### config.mk
export PLATFORM = sky130hd
export DESIGN_NAME = wdr_reset_ctrl
export DESIGN_NICKNAME = d
export VERILOG_FILES = /design/src/rtl/wdr_pkg.sv /design/src/rtl/wdr_reset_ctrl.sv
export SDC_FILE = /design/constraint.sdc
export NUM_CORES = 1
export LEC_CHECK = 0
export BUFFER_PORTS_ARGS = -buffer_cell sky130_fd_sc_hd__buf_2
export CAP_MARGIN = 15
export CORE_MARGIN = 1.5
export CORE_UTILIZATION = 55
export DETAILED_ROUTE_END_ITERATION = 7
export PLACE_DENSITY = 0.74
export SYNTH_ARGS = -nofsm -noshare
export SYNTH_HDL_FRONTEND = slang
export SYNTH_SLANG_ARGS = --single-unit
### constraint.sdc
create_clock -name ref_clk -period 5.3 [get_ports ref_clk]
set_input_delay 1.06 -clock ref_clk [delete_from_list [all_inputs] [get_ports ref_clk]]
set_output_delay 1.06 -clock ref_clk [all_outputs]
set_load 0.02 [all_outputs]
### src/rtl/wdr_pkg.sv
// Package with addresses, field positions, commands and timing for the watchdog and reset block
package wdr_pkg;

  // Register addresses on the byte-wide register port
  localparam logic [7:0] RC_ADDR = 8'hEF;  // reset_cause_and_force
  localparam logic [7:0] WD_ADDR = 8'hFE;  // watchdog_command

  // Bit positions in reset_cause_and_force
  localparam int unsigned RC_PIN_BIT  = 0;
  localparam int unsigned RC_POR_BIT  = 1;
  localparam int unsigned RC_MCD_BIT  = 2;
  localparam int unsigned RC_WD_BIT   = 3;
  localparam int unsigned RC_SW_BIT   = 4;
  localparam int unsigned RC_CMP_BIT  = 5;
  localparam int unsigned RC_CNV_BIT  = 6;
  localparam int unsigned RC_TEST_BIT = 7;
  localparam int unsigned RC_NUM_SRC  = 8;

  // Reset value of the cause flags after a supply reset
  localparam logic [7:0] RC_CAUSE_POR = 8'h02;
  localparam logic [7:0] RC_ZERO      = 8'h00;

  // Command bytes and fields of watchdog_command
  localparam logic [7:0] WD_CMD_RELOAD = 8'hA5;
  localparam logic [7:0] WD_CMD_DIS1   = 8'hDE;
  localparam logic [7:0] WD_CMD_DIS2   = 8'hAD;
  localparam logic [7:0] WD_CMD_LOCK   = 8'hFF;
  localparam int unsigned WD_CFG_BIT    = 7;
  localparam int unsigned WD_STATUS_BIT = 4;
  localparam int unsigned WD_IV_W       = 3;
  localparam logic [2:0] WD_IV_RESET   = 3'h7;
  localparam int unsigned WD_CNT_W      = 21;
  localparam int unsigned WD_EXP_BASE   = 3;

  // Disable window, in system clock cycles
  localparam logic [2:0] DIS_WINDOW_CYCLES = 3'h4;

  // Least hold after the external reset pin is released, in cycles
  localparam int unsigned HOLD_CYCLES = 12;

  // Clock and pin-driven power-on hold time
  localparam int unsigned CLK_PERIOD_NS      = 10;
  localparam int unsigned POR_HOLD_MS        = 100;
  localparam int unsigned NS_PER_MS          = 1000000;
  localparam int unsigned POR_HOLD_CYCLES_DEF = POR_HOLD_MS * NS_PER_MS / CLK_PERIOD_NS;
  localparam int unsigned HOLD_W             = 24;

  // Reset sequencer states, Gray along run -> hold -> pin hold
  typedef enum logic [1:0] {
    WDR_ST_RUN      = 2'h0,
    WDR_ST_HOLD     = 2'h1,
    WDR_ST_PIN_HOLD = 2'h3
  } wdr_state_t;

endpackage

### src/rtl/wdr_reset_ctrl.sv
// Watchdog timer and reset source sequencer with its two control registers
`timescale 1ns/1ps

// Behaviour
// - Bit 5 write enables comparator reset
// - Enabled comparator below reference resets, pin untouched
// - Bit 5 reads 1 after comparator reset
// - Bit 6 enables low-level convert-start reset
// - Bit 6 reads 1 after convert-start reset
// - 21-bit watchdog count resets on limit
// - Every reset restarts watchdog, interval all ones
// - Byte A5 enables watchdog, clears count
// - DE then AD within 4 cycles disables
// - Byte FF locks out disable until reset
// - Timeout is four to three plus interval
// - Interval written only when top bit zero
// - Watchdog read returns interval in low bits
// - Watchdog read bit 4 shows activity
// - Bit 3 flags watchdog timeout reset
// - Bit 4 forces internal software reset
// - Bit 1 forces power-on reset, pin low
// - Bits 7,2,0 flag test, clock, pin resets
// - Hold 12 cycles after pin release
module wdr_reset_ctrl #(
  parameter int unsigned POR_HOLD_CYCLES = wdr_pkg::POR_HOLD_CYCLES_DEF
) (
  input  wire logic       ref_clk,
  input  wire logic       reset,
  input  wire logic       clk_en,
  input  wire logic [7:0] reg_addr,
  input  wire logic [7:0] reg_wdata,
  input  wire logic       reg_wr,
  input  wire logic       reg_rd,
  output logic      [7:0] reg_rdata,
  input  wire logic       comparator_below,
  input  wire logic       convert_start_input,
  input  wire logic       missing_clock_detect,
  input  wire logic       test_port_reset_cmd,
  input  wire logic       rst_pin_in,
  output logic            rst_pin_out,
  output logic            rst_pin_oe,
  output logic            system_reset,
  output logic            watchdog_active
);

  // Watchdog limit: 4^(3+iv) = 2^(6+2*iv) system clock periods
  function automatic logic [wdr_pkg::WD_CNT_W-1:0] wdr_limit(input logic [2:0] iv);
    logic [wdr_pkg::WD_CNT_W-1:0] one;
    one = {{(wdr_pkg::WD_CNT_W-1){1'b0}}, 1'b1};
    wdr_limit = one << (2 * (wdr_pkg::WD_EXP_BASE + 32'(iv)));
  endfunction

  // Lowest set bit wins, giving a one-hot cause
  function automatic logic [7:0] wdr_pick(input logic [7:0] req);
    logic [7:0] seen;
    wdr_pick = 8'h00;
    seen     = 8'h00;
    for (int i = 0; i < wdr_pkg::RC_NUM_SRC; i++)
    begin
      if (i > 0)
        seen[i] = seen[i-1] | req[i-1];
      wdr_pick[i] = req[i] & ~seen[i];
    end
  endfunction

  wdr_pkg::wdr_state_t               state;
  wdr_pkg::wdr_state_t               next_state;
  logic [wdr_pkg::HOLD_W-1:0]        hold_cnt;
  logic [7:0]                        cause;
  logic                              cmp_enable;
  logic                              cnv_enable;
  logic                              wd_enable;
  logic                              wd_lock;
  logic                              dis_pending;
  logic [2:0]                        dis_cnt;
  logic [2:0]                        wd_iv;
  logic [wdr_pkg::WD_CNT_W-1:0]      wd_cnt;
  logic [7:0]                        req;
  logic [7:0]                        pick;
  logic                              rc_wr;
  logic                              wd_wr;
  logic                              wd_expire;
  logic                              entering;
  logic                              src_active;
  logic                              hold_done;
  logic                              por_done;

  // Register strobes decode
  assign rc_wr = reg_wr && (reg_addr == wdr_pkg::RC_ADDR);
  assign wd_wr = reg_wr && (reg_addr == wdr_pkg::WD_ADDR);

  // Watchdog reaches its limit while enabled
  // A shorter interval written past the count expires at once instead of wrapping
  assign wd_expire = wd_enable &&
                     (wd_cnt >= wdr_limit(wd_iv) - 1'b1);

  // Reset requests gathered while running
  always_comb
  begin
    req = 8'h00;
    req[wdr_pkg::RC_PIN_BIT]  = ~rst_pin_in & ~rst_pin_oe;
    req[wdr_pkg::RC_POR_BIT]  = rc_wr & reg_wdata[wdr_pkg::RC_POR_BIT];
    req[wdr_pkg::RC_MCD_BIT]  = missing_clock_detect;
    req[wdr_pkg::RC_WD_BIT]   = wd_expire;
    req[wdr_pkg::RC_SW_BIT]   = rc_wr & reg_wdata[wdr_pkg::RC_SW_BIT];
    req[wdr_pkg::RC_CMP_BIT]  = cmp_enable & comparator_below;
    req[wdr_pkg::RC_CNV_BIT]  = cnv_enable & ~convert_start_input;
    req[wdr_pkg::RC_TEST_BIT] = test_port_reset_cmd;
  end

  assign pick     = wdr_pick(req);
  assign entering = (state == wdr_pkg::WDR_ST_RUN) && (req != 8'h00);

  // Level sources keep the hold going while they stay active
  always_comb
  begin
    src_active = 1'b0;
    if (cause[wdr_pkg::RC_PIN_BIT])
      src_active = ~rst_pin_in;
    if (cause[wdr_pkg::RC_MCD_BIT])
      src_active = missing_clock_detect;
    if (cause[wdr_pkg::RC_CMP_BIT])
      src_active = comparator_below;
    if (cause[wdr_pkg::RC_CNV_BIT])
      src_active = ~convert_start_input;
    if (cause[wdr_pkg::RC_TEST_BIT])
      src_active = test_port_reset_cmd;
  end

  assign hold_done = (hold_cnt == wdr_pkg::HOLD_W'(wdr_pkg::HOLD_CYCLES - 1)) && !src_active;
  assign por_done  = (hold_cnt == wdr_pkg::HOLD_W'(POR_HOLD_CYCLES - 1));

  // Sequencer next state
  always_comb
  begin
    next_state = state;
    unique case (state)
      wdr_pkg::WDR_ST_RUN:
      begin
        if (entering)
          next_state = pick[wdr_pkg::RC_POR_BIT] ? wdr_pkg::WDR_ST_PIN_HOLD
                                                  : wdr_pkg::WDR_ST_HOLD;
      end
      wdr_pkg::WDR_ST_HOLD:
      begin
        if (hold_done)
          next_state = wdr_pkg::WDR_ST_RUN;
      end
      wdr_pkg::WDR_ST_PIN_HOLD:
      begin
        if (por_done)
          next_state = wdr_pkg::WDR_ST_HOLD;
      end
      default:
        next_state = wdr_pkg::WDR_ST_HOLD;
    endcase
  end

  // Sequencer state register
  always_ff @(posedge ref_clk or posedge reset)
  begin
    if (reset)
      state <= wdr_pkg::WDR_ST_HOLD;
    else if (clk_en)
      state <= next_state;
  end

  // Hold counter, restarted on each state change and while a source stays active
  always_ff @(posedge ref_clk or posedge reset)
  begin
    if (reset)
      hold_cnt <= '0;
    else if (clk_en)
    begin
      if (next_state != state || state == wdr_pkg::WDR_ST_RUN)
        hold_cnt <= '0;
      else if (state == wdr_pkg::WDR_ST_HOLD && src_active)
        hold_cnt <= '0;
      else
        hold_cnt <= hold_cnt + 1'b1;  // Done in either hold state changes state
    end
  end

  // Cause flags: one-hot, replaced only on entry to a reset
  always_ff @(posedge ref_clk or posedge reset)
  begin
    if (reset)
      cause <= wdr_pkg::RC_CAUSE_POR;
    else if (clk_en && entering)
      cause <= pick;
  end

  // Reset source enables, cleared by every reset
  always_ff @(posedge ref_clk or posedge reset)
  begin
    if (reset)
    begin
      cmp_enable <= 1'b0;
      cnv_enable <= 1'b0;
    end
    else if (clk_en)
    begin
      if (state != wdr_pkg::WDR_ST_RUN || entering)
      begin
        cmp_enable <= 1'b0;
        cnv_enable <= 1'b0;
      end
      else if (rc_wr)
      begin
        cmp_enable <= reg_wdata[wdr_pkg::RC_CMP_BIT];
        cnv_enable <= reg_wdata[wdr_pkg::RC_CNV_BIT];
      end
    end
  end

  // Watchdog counter
  always_ff @(posedge ref_clk or posedge reset)
  begin
    if (reset)
      wd_cnt <= '0;
    else if (clk_en)
    begin
      if (state != wdr_pkg::WDR_ST_RUN || entering)
        wd_cnt <= '0;
      else if (wd_wr && reg_wdata == wdr_pkg::WD_CMD_RELOAD)
        wd_cnt <= '0;
      else if (wd_enable)
        wd_cnt <= wd_cnt + 1'b1;
    end
  end

  // Watchdog enable, lockout and interval
  always_ff @(posedge ref_clk or posedge reset)
  begin
    if (reset)
    begin
      wd_enable <= 1'b1;
      wd_lock   <= 1'b0;
      wd_iv     <= wdr_pkg::WD_IV_RESET;
    end
    else if (clk_en)
    begin
      if (state != wdr_pkg::WDR_ST_RUN || entering)
      begin
        wd_enable <= 1'b1;
        wd_lock   <= 1'b0;
        wd_iv     <= wdr_pkg::WD_IV_RESET;
      end
      else if (wd_wr)
      begin
        if (reg_wdata == wdr_pkg::WD_CMD_RELOAD)
          wd_enable <= 1'b1;
        else if (reg_wdata == wdr_pkg::WD_CMD_DIS2 && dis_pending && !wd_lock)
          wd_enable <= 1'b0;
        else if (reg_wdata == wdr_pkg::WD_CMD_LOCK)
          wd_lock <= 1'b1;
        else if (!reg_wdata[wdr_pkg::WD_CFG_BIT])
          wd_iv <= reg_wdata[wdr_pkg::WD_IV_W-1:0];
      end
    end
  end

  // First half of the disable pair and its window counter
  always_ff @(posedge ref_clk or posedge reset)
  begin
    if (reset)
    begin
      dis_pending <= 1'b0;
      dis_cnt     <= 3'h0;
    end
    else if (clk_en)
    begin
      if (state != wdr_pkg::WDR_ST_RUN || entering)
        dis_pending <= 1'b0;
      else if (wd_wr && reg_wdata == wdr_pkg::WD_CMD_DIS1)
      begin
        dis_pending <= 1'b1;
        dis_cnt     <= 3'h0;
      end
      else if (wd_wr && reg_wdata[wdr_pkg::WD_CFG_BIT])
        dis_pending <= 1'b0;
      else if (dis_pending)
      begin
        if (dis_cnt == wdr_pkg::DIS_WINDOW_CYCLES - 3'h1)
          dis_pending <= 1'b0;
        else
          dis_cnt <= dis_cnt + 3'h1;
      end
    end
  end

  // Read data, valid only in the cycle after the read strobe
  always_ff @(posedge ref_clk or posedge reset)
  begin
    if (reset)
      reg_rdata <= wdr_pkg::RC_ZERO;
    else if (clk_en)
    begin
      reg_rdata <= wdr_pkg::RC_ZERO;
      if (reg_rd && reg_addr == wdr_pkg::RC_ADDR)
        reg_rdata <= cause;
      else if (reg_rd && reg_addr == wdr_pkg::WD_ADDR)
      begin
        reg_rdata[wdr_pkg::WD_IV_W-1:0]      <= wd_iv;
        reg_rdata[wdr_pkg::WD_STATUS_BIT]    <= wd_enable;
      end
    end
  end

  // Reset outputs; the pin is driven only while the reset input is high and for a forced power-on reset
  always_ff @(posedge ref_clk or posedge reset)
  begin
    if (reset)
    begin
      system_reset <= 1'b1;
      rst_pin_oe   <= 1'b1;
      rst_pin_out  <= 1'b0;
    end
    else if (clk_en)
    begin
      system_reset <= (next_state != wdr_pkg::WDR_ST_RUN);
      rst_pin_oe   <= (next_state == wdr_pkg::WDR_ST_PIN_HOLD);
      rst_pin_out  <= 1'b0;
    end
  end

  // Watchdog status mirrored to a pin
  always_ff @(posedge ref_clk or posedge reset)
  begin
    if (reset)
      watchdog_active <= 1'b1;
    else if (clk_en)
      watchdog_active <= (next_state != wdr_pkg::WDR_ST_RUN) || (wd_enable &&
                         !(wd_wr && reg_wdata == wdr_pkg::WD_CMD_DIS2 &&
                           dis_pending && !wd_lock)) ||
                         (wd_wr && reg_wdata == wdr_pkg::WD_CMD_RELOAD);
  end

endmodule

==> flow_summary.toml <==
[sta]
report.final.slew_viol_count = 0
setup_viol_count_final = 0
tns_ns = 0
relSlewSlack_pct = 23.3
whs_ns = 0.468
timing.fmax_mhz = 292
min_period_ns = 3.42
tightest_slew_ns = 1.15
fin_ws_ns = 1.88
post-route-period-util_pct = 64.5
rsz0062_at_grt = "false"
hold_violations = 0
skew_ns = 0.0194

[clocking]
htreeDepth = 3
ctsResizeCount = 0
clock_path_buffers = 2
cts_hold_buf = 0
cts_setup_buffers = 0
clock_latency_ns = 0.38
cts_tree = "done"
cts_made_buffers = 9
cts_root_buf = "clkbuf_8"
path_clk_slew_ns = 0.10
clock_sinks = 77

[yosys]
synth_edf_count = 0
muxShareOfSynthArea_pct = 2.68
ys_seq_area_share_pct = 39.2
synth-xor-area-share_pct = 0
synthArstFlopShare_pct = 100
synth.avg_cell_area_sq_um = 8.53
synth_cells = 580
ys_types = 68
synth_compound_area_share_pct = 20.3
synth_simple_gate_area_share_pct = 26.4
synthesis.area_sq_um = 4950
synth_fa_ha_area_share_pct = 6.58
yosysWarnings = 0
synth_seq_cells = 77
synth_top_family_by_area = "simple AND/OR/NAND/NOR gates"
synth_flop_cell = "dfrtp_1"

[place]
port_buffers = 36
detailed_place_hpwl_um = 8210
place_worst_setup_slack_ns = 1.69
gp_congestion = 0.865
placed_cells = 709
placed_area_sq_um = 5200

[min_path]
min_path_type = "flop to flop"

[cells_and_area]
fin_nets = 664
layout.cells.non_filler = 725
drive_gt1_share_pct = 13.5
final_common_cell = "nand2_1"
fin_area_sq_um = 5410
seq_area_sq_um = 1940
area_delta_synth_final_pct = 9.28
multi_input_area_sq_um = 2790
antenna_cells = 0
n_fill_cell = 787
final_cell_mix = "nand2_1 (73), dfrtp_1 (68), nand3_1 (48)"

[worst_setup_path]
crit_buf_inv = 0
worst_setup_path_end_kind = "flop"
crit_path_max_incr_delay_ns = 0.87
worstPathArrival_ns = 3.69
cp.required_ns = 5.57
crit_fanout = 16
crit_chain = "nor2_1 -> mux2_2 -> ha_1 -> a21oi_1 -> o221ai_1 -> o21ai_0 -> nand3_1 -> nor2_1 -> nor2_1 -> a32o_1"
cpLargestDelayFamily = "simple AND/OR/NAND/NOR gates"
cp_common_cell = "nor2_1"
crit_type = "flop to flop"
cp_slowest_cell = "nor2_1"
cp-start-kind = "flop"

[die]
core_sq_um = 8720
die_y_um = 97.8
rows = 34
start_util_pct = 56.7
fp.dieW_um = 97.8
io_pins = 38
dieArea_sq_um = 9570

[routing]
drt-total-wl_um = 11900
antenna_left = 0
drt_iter0_markers = 324
route.detailed.drc = 0
wl_per_cell_um = 16.5
drtPass1Iterations = 5
vias_per_cell = 6.20
vias = 4496

[grt]
met2_usage_pct = 39.2
grt_max_degree = 78
gr-usage-met3_pct = 4.22
grt_pass1_wl_um = 20300
use_met1_pct = 37.7
track_usage_pct = 25.9
overflow = 0
grt_pass1_vias = 4220
antenna_found_initial = 0
grt-busiest-layer = "met2"

[run_status]
status = "finished, final reports clean"

[pwr]
power-per-cell-area_nw_per_um2 = 240
p_leak_uw = 0.00235
ir_drop_v = 0.000153

[job]
maxCapViolations = 0
==> worst register-to-register path: cells and delay by family, from the launching register on <==
kind	cells	cell delay [ns]
simple gates	4	1.28
mux	1	0.29
flops	1	0.69
compound gates	4	0.78
fa+ha+maj	1	0.29
==> registers in the layout, summed over array words and instances (netlist names) <==
name / flops
hold_cnt: 24
wd_cnt: 21
cause: 8
reg_rdata: 8
dis_cnt: 3
wd_iv: 3
state: 2
cmp_enable: 1
cnv_enable: 1
dis_pending: 1
rst_pin_oe: 1
system_reset: 1
watchdog_active: 1
wd_enable: 1
wd_lock: 1
==> power breakdown <==
part	switching, uW	leakage [uW]	internal [uW]	total (uW)
clock	249	0.000103	225	474
combinational	119	0.00122	67.5	187
sequential	26.2	0.00103	611	638
==> synth_stat cells, types with 3 or more instances <==
| cell | instances | area [sq um] |
|---|---|---|
| nor3b_1 | 3 | 22.5 |
| a221oi_1 | 4 | 35.0 |
| and2_1 | 3 | 18.8 |
| nor2_1 | 45 | 169 |
| a32oi_1 | 5 | 43.8 |
| o2bb2ai_1 | 8 | 70.1 |
| o31ai_1 | 4 | 30.0 |
| o41ai_1 | 4 | 35.0 |
| clkbuf_1 | 18 | 67.6 |
| a21oi_1 | 22 | 110 |
| a31oi_1 | 7 | 43.8 |
| nand3_1 | 48 | 240 |
| nand2_1 | 73 | 274 |
| a32o_1 | 5 | 50.1 |
| and3_1 | 13 | 81.3 |
| nand4_1 | 13 | 81.3 |
| buf_4 | 3 | 22.5 |
| o211ai_1 | 5 | 37.5 |
| dfrtp_1 | 68 | 1700 |
| nor3_1 | 16 | 80.1 |
| a21o_1 | 5 | 37.5 |
| dfstp_2 | 9 | 236 |
| o31ai_2 | 4 | 50.1 |
| o21ai_0 | 26 | 130 |
| mux2i_1 | 11 | 110 |
| o22a_1 | 3 | 26.3 |
| ha_1 | 26 | 325 |
| inv_1 | 26 | 97.6 |
| or4_1 | 5 | 37.5 |
| nand2b_1 | 13 | 81.3 |
| o21ai_1 | 27 | 135 |
| nor2b_1 | 6 | 37.5 |
| nor4_1 | 5 | 31.3 |
==> routing by layer <==
layer | routed length [um] | part of all wire, % | vias to the layer above
met5 | 0 | 0 | -
li1 | - | - | 2205
met4 | 180 | 1.5 | 0
met3 | 668 | 5.6 | 15
met2 | 5490 | 46 | 126
met1 | 5610 | 47 | 2150
==> metrics by stage <==
| step | util (%) | power, uW |
|---|---|---|
| CTS | 62.0 | 1310 |
| global placement | 59.7 | 827 |
| detailed placement | 59.7 | 833 |
| finish | 62.0 | 1300 |
| global route | 62.0 | 1360 |
| floorplan | - | 787 |
==> logic make-up (layout without fill, tap and decap cells) <==
kind of cell | Yosys count | after routing
simple gates | 261 | 261
flops | 77 | 77
mux | 13 | 13
fa+ha+maj | 26 | 26
compound gates | 148 | 148
buf+inv | 53 | 87
other cells | 2 | 5
==> layout make-up <==
type                            instances  area share, %
Inverter                               28           1.97
Timing Repair Buffer                   43           4.30
Clock inverter                          7           1.48
Tap cell                              108           2.50
Sequential cell                        77           35.8
Clock buffer                            9           2.29
Multi-Input combinational cell        453           51.6
==> worst paths after layout <==
path,startpoint,to,slack (ns),cells after the start
worst min register to register,system_reset,system_reset,0.47,2
worst min-delay path,system_reset,system_reset,0.47,2
min in group asynchronous,reset,wd_cnt[4],0.96,3
worst max-delay path,wd_iv[2],cause[3],1.88,10
worst max register to register,wd_iv[2],cause[3],1.88,10
max in group asynchronous,reset,wd_cnt[0],3.66,3
(Power assumes the default switching activity.)
